### config.mk
export PLATFORM = sky130hd
export DESIGN_NAME = psa_adv_settings
export DESIGN_NICKNAME = d
export VERILOG_FILES = /design/src/psa_timer.v /design/src/psa_deglitch.v /design/src/psa_adv_settings.v
export VERILOG_INCLUDE_DIRS = /design/src
export SDC_FILE = /design/constraint.sdc
export NUM_CORES = 1
export LEC_CHECK = 0
export ABC_AREA = 1
export BUFFER_PORTS_ARGS = -buffer_cell sky130_fd_sc_hd__clkbuf_2
export CELL_PAD_IN_SITES_DETAIL_PLACEMENT = 1
export CELL_PAD_IN_SITES_GLOBAL_PLACEMENT = 1
export CORE_ASPECT_RATIO = 1.4
export CORE_UTILIZATION = 45
export DETAILED_ROUTE_END_ITERATION = 10
export GPL_ROUTABILITY_DRIVEN = 0
export HOLD_SLACK_MARGIN = 0.1
export PLACE_DENSITY = 0.86
export SETUP_SLACK_MARGIN = 0.05
export SLEW_MARGIN = 20
export SYNTH_ARGS = -nofsm -noshare
export SYNTH_HDL_FRONTEND = slang
export SYNTH_SLANG_ARGS = --single-unit
### constraint.sdc
create_clock -name clock_i -period 4.3 [get_ports clock_i]
set_input_delay 0.43 -clock clock_i [delete_from_list [all_inputs] [get_ports clock_i]]
set_output_delay 0.43 -clock clock_i [all_outputs]
set_load 0.05 [all_outputs]
### src/psa_adv_regs.vh
`ifndef PSA_ADV_REGS_VH
`define PSA_ADV_REGS_VH

// register indices on the serial register port
`define PSA_ADDR_W 6
`define PSA_ADDR_CH1_TUNE 6'h2e
`define PSA_ADDR_CH2_TUNE 6'h2f

// reset values, reserved bits excluded
`define PSA_CH1_TUNE_RST 16'h4000
`define PSA_CH2_TUNE_RST 16'h0000
// writable masks: reserved positions stay zero
`define PSA_CH1_TUNE_MASK 16'hfbfd
`define PSA_CH2_TUNE_MASK 16'h9e7f

// channel-one tuning fields
`define PSA_C1_KEEP_ON 15
`define PSA_C1_LEVEL_HI 14
`define PSA_C1_LEVEL_LO 11
`define PSA_C1_TRACK_FAST 9
`define PSA_C1_BLANK_HI 8
`define PSA_C1_BLANK_LO 7
`define PSA_C1_FILT_HI 6
`define PSA_C1_FILT_LO 3
`define PSA_C1_HOLD_DIS 2
`define PSA_C1_STATIC 0

// channel-two tuning fields: decoder, loop reset delay and sync delay
`define PSA_C2_LOOP_DELAY 15
`define PSA_C2_LONG_BIT2 12
`define PSA_C2_PERIOD_OFF2 11
`define PSA_C2_DUTY_OFF2 10
`define PSA_C2_CNT_CLR2 9
`define PSA_C2_LONG_BIT1 6
`define PSA_C2_PERIOD_OFF1 5
`define PSA_C2_DUTY_OFF1 4
`define PSA_C2_CNT_CLR1 3
`define PSA_C2_SYNC_HI 2
`define PSA_C2_SYNC_LO 0

// blanking selector codes
`define PSA_BLANK_5MS 2'b01
`define PSA_BLANK_10MS 2'b10

// static threshold above base, in units of 1/32 mA
`define PSA_THR_BASE_Q5 9'd176
`define PSA_THR_STEP_Q5 9'd19
`define PSA_THR_MAX_Q5 9'd460

// deglitch: filter base in 16 MHz periods, conversion 62.5 ns / 40 ns = 25/16 rounded up
`define PSA_FILT_BASE_FAST 6'd16
`define PSA_FILT_BASE_SLOW 6'd24
`define PSA_FILT_MUL 11'd25
`define PSA_FILT_ROUND 11'd15

// times in ns and the clock period
`define PSA_CLK_NS 40
`define PSA_BLANK_SHORT_NS 128000
`define PSA_BLANK_5MS_NS 5000000
`define PSA_BLANK_10MS_NS 10000000
`define PSA_LOOP_DELAY_NS 20000000
`define PSA_SYNC_STEP_NS 2000

`endif

### src/psa_timer.v
`timescale 1ns/1ps
module psa_timer #(
    parameter W = 19
) (
    input wire clock_i,
    input wire arst_n_i,
    input wire load_i,
    input wire [W-1:0] value_i,
    output wire busy_o,
    output wire done_o
);

// runs value_i+1 cycles after load; a new load restarts the wait
reg [W-1:0] cnt_reg;
reg active_reg;

assign busy_o = active_reg;
assign done_o = active_reg && (cnt_reg == {W{1'b0}}) && !load_i;

always @(posedge clock_i or negedge arst_n_i) begin
    if (!arst_n_i) begin
        cnt_reg <= {W{1'b0}};
        active_reg <= 1'b0;
    end else if (load_i) begin
        cnt_reg <= value_i;
        active_reg <= 1'b1;
    end else if (active_reg) begin
        if (cnt_reg == {W{1'b0}}) begin
            active_reg <= 1'b0;
        end else begin
            cnt_reg <= cnt_reg - {{(W-1){1'b0}}, 1'b1};
        end
    end
end

endmodule // psa_timer

### src/psa_deglitch.v
`timescale 1ns/1ps
module psa_deglitch (
    input wire clock_i,
    input wire arst_n_i,
    input wire [6:0] len_i,
    input wire din_i,
    output wire dout_o
);

// output follows the input only after it has differed for len_i cycles
reg [6:0] cnt_reg;
reg out_reg;

assign dout_o = out_reg;

always @(posedge clock_i or negedge arst_n_i) begin
    if (!arst_n_i) begin
        cnt_reg <= 7'h00;
        out_reg <= 1'b0;
    end else if (din_i == out_reg) begin
        cnt_reg <= 7'h00;
    end else if (cnt_reg + 7'h01 >= len_i) begin
        out_reg <= din_i;
        cnt_reg <= 7'h00;
    end else begin
        cnt_reg <= cnt_reg + 7'h01;
    end
end

endmodule // psa_deglitch

### src/psa_adv_settings.v
`timescale 1ns/1ps
`include "psa_adv_regs.vh"
module psa_adv_settings #(
    parameter BLANK_5MS_CYC = `PSA_BLANK_5MS_NS / `PSA_CLK_NS,
    parameter BLANK_10MS_CYC = `PSA_BLANK_10MS_NS / `PSA_CLK_NS,
    parameter LOOP_DELAY_CYC = `PSA_LOOP_DELAY_NS / `PSA_CLK_NS
) (
    input wire clock_i,
    input wire arst_n_i,
    // register port
    input wire [5:0] reg_addr_i,
    input wire reg_wr_i,
    input wire [15:0] reg_wdata_i,
    output wire [15:0] reg_rdata_o,
    // channel-one line conditioning
    input wire rate_fast_i,
    input wire ch1_data_i,
    input wire ch1_ground_short_i,
    input wire ch1_sensor_start_i,
    input wire ch1_start_bits_seen_i,
    output wire ch1_data_o,
    output wire ch1_channel_off_o,
    output wire ch1_blanking_o,
    output wire ch1_base_hold_o,
    output wire ch1_threshold_static_o,
    output wire [8:0] ch1_threshold_delta_o,
    output wire ch1_tracking_fast_o,
    // decoder conditioning, bit 0 channel one, bit 1 channel two
    input wire [1:0] long_bit_i,
    input wire [1:0] start_duty_low_i,
    input wire [1:0] start_bit_err_i,
    output wire [1:0] long_bit_error_o,
    output wire [1:0] start_period_meas_en_o,
    output wire [1:0] start_duty_error_o,
    output wire [1:0] bit_counter_clear_o,
    // frequency-locked loop
    input wire loop_error_i,
    output wire loop_reset_o,
    // sync pulse generation
    input wire ch1_sync_auto_i,
    input wire ch2_sync_auto_i,
    input wire ch2_sync_req_i,
    output wire ch2_sync_pulse_o
);

// counts are worked out as integers and cut to the counter width on purpose
localparam integer BLANK_SHORT_CYC = `PSA_BLANK_SHORT_NS / `PSA_CLK_NS;
localparam integer SYNC_STEP_INT = `PSA_SYNC_STEP_NS / `PSA_CLK_NS;
localparam [18:0] BLANK_SHORT_M1 = BLANK_SHORT_CYC[18:0] - 19'd1;
localparam [18:0] BLANK_5MS_M1 = BLANK_5MS_CYC[18:0] - 19'd1;
localparam [18:0] BLANK_10MS_M1 = BLANK_10MS_CYC[18:0] - 19'd1;
localparam [18:0] LOOP_DELAY_M1 = LOOP_DELAY_CYC[18:0] - 19'd1;
// the 2 us step is a whole number of 40 ns cycles, so the sync delay is exact
localparam [8:0] SYNC_STEP_CYC = SYNC_STEP_INT[8:0];

////////////////////////////////////////////////////////////////////////////////
// registers

reg [15:0] ch1_tune_reg;
reg [15:0] ch2_tune_reg;
reg [15:0] rdata_reg;
reg [15:0] rdata_next;

always @(posedge clock_i or negedge arst_n_i) begin
    if (!arst_n_i) begin
        ch1_tune_reg <= `PSA_CH1_TUNE_RST;
        ch2_tune_reg <= `PSA_CH2_TUNE_RST;
    end else if (reg_wr_i) begin
        if (reg_addr_i == `PSA_ADDR_CH1_TUNE) begin
            ch1_tune_reg <= reg_wdata_i & `PSA_CH1_TUNE_MASK;
        end
        if (reg_addr_i == `PSA_ADDR_CH2_TUNE) begin
            ch2_tune_reg <= reg_wdata_i & `PSA_CH2_TUNE_MASK;
        end
    end
end

// read data is registered: it shows the addressed register one cycle later
always @* begin
    case (reg_addr_i)
        `PSA_ADDR_CH1_TUNE: rdata_next = ch1_tune_reg;
        `PSA_ADDR_CH2_TUNE: rdata_next = ch2_tune_reg;
        default: rdata_next = 16'h0000;
    endcase
end

always @(posedge clock_i or negedge arst_n_i) begin
    if (!arst_n_i) begin
        rdata_reg <= 16'h0000;
    end else begin
        rdata_reg <= rdata_next;
    end
end

assign reg_rdata_o = rdata_reg;

////////////////////////////////////////////////////////////////////////////////
// field decode

wire keep_on = ch1_tune_reg[`PSA_C1_KEEP_ON];
wire [3:0] static_level = ch1_tune_reg[`PSA_C1_LEVEL_HI:`PSA_C1_LEVEL_LO];
wire [1:0] blank_sel = ch1_tune_reg[`PSA_C1_BLANK_HI:`PSA_C1_BLANK_LO];
wire [3:0] deglitch_adjust = ch1_tune_reg[`PSA_C1_FILT_HI:`PSA_C1_FILT_LO];
wire [1:0] long_bit_en = {ch2_tune_reg[`PSA_C2_LONG_BIT2], ch2_tune_reg[`PSA_C2_LONG_BIT1]};
wire [1:0] period_off = {ch2_tune_reg[`PSA_C2_PERIOD_OFF2], ch2_tune_reg[`PSA_C2_PERIOD_OFF1]};
wire [1:0] duty_off = {ch2_tune_reg[`PSA_C2_DUTY_OFF2], ch2_tune_reg[`PSA_C2_DUTY_OFF1]};
wire [1:0] cnt_clr_en = {ch2_tune_reg[`PSA_C2_CNT_CLR2], ch2_tune_reg[`PSA_C2_CNT_CLR1]};
wire [2:0] pulse_delay = ch2_tune_reg[`PSA_C2_SYNC_HI:`PSA_C2_SYNC_LO];

////////////////////////////////////////////////////////////////////////////////
// deglitch filter and ground short

// filter length in 16 MHz periods, converted up to whole 40 ns cycles
wire [5:0] filt_base = rate_fast_i ? `PSA_FILT_BASE_FAST : `PSA_FILT_BASE_SLOW;
wire [5:0] filt_sum = filt_base + {2'b00, deglitch_adjust};
wire [10:0] filt_num = {5'd0, filt_sum} * `PSA_FILT_MUL + `PSA_FILT_ROUND;
wire [6:0] filt_cyc = filt_num[10:4];
wire short_filtered;

psa_deglitch u_data_filt (
    .clock_i(clock_i),
    .arst_n_i(arst_n_i),
    .len_i(filt_cyc),
    .din_i(ch1_data_i),
    .dout_o(ch1_data_o)
);

// the short is judged after the same filter time as the data line
psa_deglitch u_short_filt (
    .clock_i(clock_i),
    .arst_n_i(arst_n_i),
    .len_i(filt_cyc),
    .din_i(ch1_ground_short_i),
    .dout_o(short_filtered)
);

reg channel_off_reg;

always @(posedge clock_i or negedge arst_n_i) begin
    if (!arst_n_i) begin
        channel_off_reg <= 1'b0;
    end else begin
        channel_off_reg <= short_filtered && !keep_on;
    end
end

assign ch1_channel_off_o = channel_off_reg;

////////////////////////////////////////////////////////////////////////////////
// threshold, tracking, base hold

// 5.5 mA + 9.5/16 mA per count, in 1/32 mA; code 15 would exceed 14.4 mA
wire [8:0] thr_raw = `PSA_THR_BASE_Q5 + `PSA_THR_STEP_Q5 * {5'd0, static_level};
reg [8:0] thr_reg;
reg static_reg;
reg track_reg;
reg hold_reg;

always @(posedge clock_i or negedge arst_n_i) begin
    if (!arst_n_i) begin
        thr_reg <= `PSA_THR_BASE_Q5;
        static_reg <= 1'b0;
        track_reg <= 1'b0;
        hold_reg <= 1'b0;
    end else begin
        thr_reg <= (thr_raw > `PSA_THR_MAX_Q5) ? `PSA_THR_MAX_Q5 : thr_raw;
        static_reg <= ch1_tune_reg[`PSA_C1_STATIC];
        track_reg <= ch1_tune_reg[`PSA_C1_TRACK_FAST];
        hold_reg <= ch1_start_bits_seen_i && !ch1_tune_reg[`PSA_C1_HOLD_DIS];
    end
end

assign ch1_threshold_delta_o = thr_reg;
assign ch1_threshold_static_o = static_reg;
assign ch1_tracking_fast_o = track_reg;
assign ch1_base_hold_o = hold_reg;

////////////////////////////////////////////////////////////////////////////////
// start-up blanking

reg [18:0] blank_len;

always @* begin
    case (blank_sel)
        `PSA_BLANK_5MS: blank_len = BLANK_5MS_M1;
        `PSA_BLANK_10MS: blank_len = BLANK_10MS_M1;
        default: blank_len = BLANK_SHORT_M1;
    endcase
end

// a start pulse while blanking reloads the count from the selector as it stands
psa_timer #(.W(19)) u_blank (
    .clock_i(clock_i),
    .arst_n_i(arst_n_i),
    .load_i(ch1_sensor_start_i),
    .value_i(blank_len),
    .busy_o(ch1_blanking_o),
    .done_o()
);

////////////////////////////////////////////////////////////////////////////////
// decoder conditioning

reg [1:0] long_err_reg;
reg [1:0] duty_err_reg;
reg [1:0] cnt_clr_reg;
reg [1:0] period_en_reg;

always @(posedge clock_i or negedge arst_n_i) begin
    if (!arst_n_i) begin
        long_err_reg <= 2'b00;
        duty_err_reg <= 2'b00;
        cnt_clr_reg <= 2'b00;
        period_en_reg <= 2'b11;
    end else begin
        long_err_reg <= long_bit_i & long_bit_en;
        period_en_reg <= ~period_off;
        duty_err_reg <= start_duty_low_i & ~duty_off;
        cnt_clr_reg <= start_bit_err_i & cnt_clr_en;
    end
end

assign long_bit_error_o = long_err_reg;
assign start_period_meas_en_o = period_en_reg;
assign start_duty_error_o = duty_err_reg;
assign bit_counter_clear_o = cnt_clr_reg;

////////////////////////////////////////////////////////////////////////////////
// loop reset after error

wire loop_delay = ch2_tune_reg[`PSA_C2_LOOP_DELAY];
wire loop_delay_done;
reg loop_reset_reg;

// a fresh error during the wait restarts the 20 ms count
// an error held high keeps reloading, so the reset waits until it goes away
psa_timer #(.W(19)) u_loop (
    .clock_i(clock_i),
    .arst_n_i(arst_n_i),
    .load_i(loop_error_i && loop_delay),
    .value_i(LOOP_DELAY_M1),
    .busy_o(),
    .done_o(loop_delay_done)
);

always @(posedge clock_i or negedge arst_n_i) begin
    if (!arst_n_i) begin
        loop_reset_reg <= 1'b0;
    end else begin
        loop_reset_reg <= (loop_error_i && !loop_delay) || loop_delay_done;
    end
end

assign loop_reset_o = loop_reset_reg;

////////////////////////////////////////////////////////////////////////////////
// channel-two sync delay

wire both_auto = ch1_sync_auto_i && ch2_sync_auto_i;
wire use_delay = both_auto && (pulse_delay != 3'b000);
wire [8:0] sync_len = SYNC_STEP_CYC * {6'd0, pulse_delay} - 9'd1;
wire sync_delay_done;
reg sync_reg;

psa_timer #(.W(9)) u_sync (
    .clock_i(clock_i),
    .arst_n_i(arst_n_i),
    .load_i(ch2_sync_req_i && use_delay),
    .value_i(sync_len),
    .busy_o(),
    .done_o(sync_delay_done)
);

// undelayed requests leave through the same flip-flop as the end of a delayed wait
always @(posedge clock_i or negedge arst_n_i) begin
    if (!arst_n_i) begin
        sync_reg <= 1'b0;
    end else begin
        sync_reg <= (ch2_sync_req_i && !use_delay) || sync_delay_done;
    end
end

assign ch2_sync_pulse_o = sync_reg;

endmodule // psa_adv_settings

### Word level (Yosys, flattened, before mapping)

Index checks and enable logic that the tools add are counted.

* equal/unequal tests: 9
* bitwise logic cells: 7
* muxes and demuxes: 26
* reduce and logical (&&, ||, !) cells: 34
* $lt $le $gt $ge: 3
* add/subtract/negate cells: 9
* $mul: 3

Operators with widths (number)
* 19-bit 2-to-1 mux: 6
* 19-bit zero test: 2
* 19-bit by 1-bit subtractor with 19-bit output, second input constant: 2
* 9-bit 2-to-1 mux: 4
* 18-bit one-hot mux with 2 select lines: 1
* 16-bit one-hot mux with 2 select lines: 1
* 7-bit 2-to-1 mux: 4
* 9-bit by 1-bit subtractor with 9-bit output, second input constant: 2
* 7-bit by 1-bit adder with 7-bit output, second input constant: 2
* 7-bit greater-or-equal comparator: 2
* 2-bit AND reduction: 7
* 6-bit == test, second input constant: 2
* 1-bit logical AND: 12
* 11-bit by 4-bit adder with 11-bit output, second input constant: 1
* 6-bit by 5-bit multiplier with 11-bit output, second input constant: 1
* 8-bit by 9-bit adder with 9-bit output, first input constant: 1
* 9-bit greater-than comparator, second input constant: 1
* 9-bit zero test: 1
* 5-bit by 4-bit multiplier with 9-bit output, first input constant: 1
* 1-bit 2-to-1 mux: 9
* 5-bit by 3-bit multiplier with 8-bit output, first input constant: 1
* 5-bit by 4-bit adder with 6-bit output: 1
* 2-bit bitwise AND: 3
* 1-bit zero test: 6
* other kinds (11): 18

* register bits after elaboration: 131
* output and inout bits: 41
* word-level logic and storage cells: 115
* input bits: 40

### Logic depth before layout (Yosys ltp)

* depth in word-level cells: 7
* mapped depth: 25
* mapped depth without buffers: 25

### Cells and area by module

A second synthesis with hierarchy kept.

* cells, all modules: 1154
* area total of the unflattened synthesis: 8627.0 um^2

By module, submodules not included
* psa_adv_settings: sequential area each 1634.1 um^2, instances 1, cells an instance 405, area an instance 3742.3 um^2
* psa_timer at u_blank ...: sequential area each 500.5 um^2, instances 2, cells an instance 242, area an instance 1503.9 um^2
* psa_deglitch: sequential area each 200.2 um^2, instances 2, cells an instance 79, area an instance 590.6 um^2
* psa_timer at u_sync: sequential area each 250.2 um^2, instances 1, cells an instance 107, area an instance 695.7 um^2

### Worst setup path before layout

No wires, ideal clock.

* kind: register to register
* start point: register ch1_tune_reg[5]
* end point: register u_data_filt.cnt_reg[5]
* setup time: 0.126 ns
* path buffers: 0
* data required time: 4.174 ns
* setup slack: 0.932 ns
* stages on the path, launching flop included: 20
* arrival: 3.242 ns
* period minus slack after synthesis: 3.368 ns
* cells stage by stage: dfrtp_1 inv_1 ha_1 inv_1 ha_1 xor2_1 ha_1 ha_1 a21oi_1 nand2_2 xnor2_1 ha_1 a21boi_0 o21bai_1 nand2_1 nand3_1 nand3_1 nand2_2 nand3_2 nor2_1

* longest elaborated chain between the ends: 6

Ends and longest elaborated chain
* start: declaration: line psa_adv_settings.v:59 `reg [15:0] ch1_tune_reg;`
* start signal: assignment: line psa_adv_settings.v:66 `` ch1_tune_reg <= `PSA_CH1_TUNE_RST; ``
* start signal: assignment: line psa_adv_settings.v:70 `` ch1_tune_reg <= reg_wdata_i & `PSA_CH1_TUNE_MASK; ``
* 5-bit by 4-bit adder with 6-bit output: line psa_adv_settings.v:115 `wire [5:0] filt_sum = filt_base + {2'b00, deglitch_adjust};`
* 6-bit by 5-bit multiplier with 11-bit output (no source line)
* 11-bit by 4-bit adder with 11-bit output (no source line)
* 7-bit greater-or-equal comparator: line psa_deglitch.v:22 `end else if (cnt_reg + 7'h01 >= len_i) begin`
* 7-bit 2-to-1 mux: line psa_deglitch.v:22
* 7-bit 2-to-1 mux: line psa_deglitch.v:20 `end else if (din_i == out_reg) begin`
* end signal: assignment: line psa_deglitch.v:26 `cnt_reg <= cnt_reg + 7'h01;`
* end: declaration: line psa_deglitch.v:11 `reg [6:0] cnt_reg;`

Every way passes these cells.
A chain may end at the register's enable or synchronous reset.

### Worst setup path after layout

* start point: register ch1_tune_reg[5]
* end point: register u_data_filt.cnt_reg[4]

Same word-level chain as after synthesis.

==> flow_metrics.env <==
export IMPL_setup_violations=0
export IMPL_synthDistinctLibCells=51
export IMPL_syn_cell_area_mm2=0.00747
export IMPL_hp_class="input pin to async pin"
export IMPL_rsz0062_at_grt="no"
export IMPL_clk_pin_slew_ns=0.06
export IMPL_num_nets_final=1071
export IMPL_ant_nets=0
export IMPL_hold_violations=0
export IMPL_grt_total_usage_pct=25.1
export IMPL_grt_pass1_wl_um=34000
export IMPL_synthTopCellsByCount="161 x nand2_1, 126 x inv_1, 125 x dfrtp_1"
export IMPL_avgSynthCellArea_um2=8.55
export IMPL_dieArea_mm2=0.0171
export IMPL_die_width_um=111
export IMPL_synth_edf_count=0
export IMPL_die_height_um=154
export IMPL_min_period_ns=3.88
export IMPL_setup_tns_ns=0
export IMPL_crit_type="flop to flop"
export IMPL_status="finished, final reports clean"
export IMPL_cp_max_fo=7
export IMPL_drive_gt1_share_pct=16.7
export IMPL_skew_ns=0.00812
export IMPL_switching_share_pct=40.2
export IMPL_critPathLaunch="ch1_tune_reg[5]"
export IMPL_cts_buffer_depth=2
export IMPL_post_route_util_pct=53.6
export IMPL_arrival_ns=4.22
export IMPL_clkLatencyLatePin_ns=0.42
export IMPL_synth_cells=874
export IMPL_seqPwrFrac_pct=35.3
export IMPL_drt_total_wl_um=20000
export IMPL_synth_top_flop_cell="dfrtp_1"
export IMPL_intPower_mw=2.96
export IMPL_drt_iter0_drc=203
export IMPL_io_pins=81
export IMPL_post_cts_buffers=0
export IMPL_p_leak_nw=4.61
export IMPL_power_density_mw_per_mm2=571
export IMPL_ys_ff_latch=131
export IMPL_cp_required_ns=4.64
export IMPL_route_detailed_drc=0
export IMPL_wl_per_cell_um=17.0
export IMPL_coreArea_mm2=0.0162
export IMPL_start_kind="flop"
export IMPL_area_growth_pct=16.0
export IMPL_cts_buffers=17
export IMPL_end_kind="flop"
export IMPL_drt_vias_per_instance=5.37
export IMPL_start_util_pct=46.2
export IMPL_rows=55
export IMPL_drv_slew=0
export IMPL_ctsResizeCount=0
export IMPL_p_sw_mw=1.99
export IMPL_numPortBuffers=80
export IMPL_maxCapViolations=0
export IMPL_ys_seq_area_share_pct=44.0
export IMPL_async_flop_share_pct=100
export IMPL_cts_tree="built"
export IMPL_max_freq_ghz=0.258
export IMPL_grt_max_degree=103
export IMPL_cts_root_buffer="clkbuf_16"
export IMPL_syn_nets=983
export IMPL_yosysMostFrequentCell="nand2_1"
export IMPL_worstReg2RegStart="ch1_tune_reg[5]"
export IMPL_first_global_vias=7031
export IMPL_cts_max_level=4
export IMPL_dr_pass1_iters=5
export IMPL_cts_sink_count=131
export IMPL_pwr_share_comb_pct=34.9
export IMPL_grt_antenna_before_repair=1
export IMPL_grt_overflow=0
export IMPL_yosysTopAreaCellShare_pct=41.9
export IMPL_yosys_warnings=0
export IMPL_maxSlewHeadroom_pct=34.8
export IMPL_tightest_slew_ns=0.978
export IMPL_yosys_area_top_type="dfrtp_1"
export IMPL_p_total_mw=4.95
export IMPL_finalCritPeriodShare_pct=90.1
export IMPL_peakVddDrop_mv=0.336
export IMPL_synthTopCellsByArea="dfrtp_1 42%, ha_1 11%, nand2_1 8.1%"
export IMPL_vias=6309
export IMPL_cts_hold_buf=0
export IMPL_clkPwrFrac_pct=29.8
export IMPL_dp_hpwl_um=14200
-- layout make-up --
cell class / count / area, um^2
tap: 199 / 249
fill: 1941 / 7500
multi-input combinational: 598 / 3620
timing repair buffer: 81 / 414
clock inverter: 15 / 171
clock buffer: 17 / 425
sequential: 131 / 3290
antenna: 1 / 2.50
inverter: 133 / 502
-- power by group through the flow --
stage	combinational (mW)	clock [mW]	sequential [mW]
floorplan	1.08	0	1.89
global placement	1.58	0	1.74
detailed placement	1.70	0	1.75
CTS	1.74	1.50	1.74
global route	1.96	1.55	1.78
finish	1.73	1.48	1.75
-- metrics by stage --
stage / instance area, um^2 / setup WS [ns] / hold WS, ns / std cells
after global placement: 8070 / 0.698 / 0.382 / 1142
after CTS: 8670 / 0.444 / 0.158 / 1174
final: 8670 / 0.425 / 0.107 / 1175
after global routing: 8670 / 0.0910 / 0.189 / 1174
after floorplan: 7470 / 0.932 / 0.134 / 874
after detailed placement: 8070 / 0.525 / 0.401 / 1142
-- worst max-delay path, cell delays in order (launching register included) --
cell	delay [ns]
dfrtp_1	0.42
inv_1	0.12
ha_1	0.34
inv_1	0.06
ha_1	0.32
xor2_1	0.16
ha_1	0.31
ha_1	0.36
nand2_1	0.09
inv_1	0.04
nand2_1	0.09
nand2_2	0.08
xnor2_1	0.24
ha_1	0.27
a21boi_0	0.15
o21bai_1	0.16
nand2_1	0.07
nand3_1	0.06
nand3_1	0.08
nand2_2	0.09
nand3_2	0.15
nor2_1	0.14
-- cells in the final DEF (no fill, tap or decap), types with 8 or more instances in the layout --
master / n
nor2_2: 8
ha_1: 67
nor3_1: 12
xnor2_1: 11
clkbuf_16: 17
clkbuf_2: 79
inv_1: 126
nand2_1: 161
nand3_1: 47
o21ai_0: 64
nor2_1: 87
a21oi_1: 30
xor2_1: 25
dfrtp_1: 125
-- path summary, 6_finish.rpt --
kind | endpoint | slack (ns) | cells after the start
hold / removal | ch1_threshold_delta_o[8] | 0.11 | 1
setup / recovery | u_data_filt.cnt_reg[4] | 0.42 | 21
max in group asynchronous | ch1_tune_reg[14] | 3.21 | 2
setup reg to reg | u_data_filt.cnt_reg[4] | 0.42 | 21
min in group clock_i | ch1_base_hold_o | 0.19 | 3
hold reg to reg | start_period_meas_en_o[0] | 0.41 | 1
-- per-layer routing --
metal  vias to the layer above  GRT usage (%)  routed length, um
met1                      3109           27.1               7900
met4                         0           10.7                605
met3                        52           5.60                869
met5                         -              0                  0
li1                       3009              -                  -
met2                       139           46.7              10600
-- cells by family after synthesis --
logic type      count (synthesis)  share of synthesized area [%]
compound gates                142                           11.5
xor+xnor                       36                           4.22
buf+inv                       145                           7.57
flops                         131                           44.0
simple gates                  351                           21.0
fa+ha+maj                      69                           11.8
Note: power is estimated with default switching activity, not from simulation.
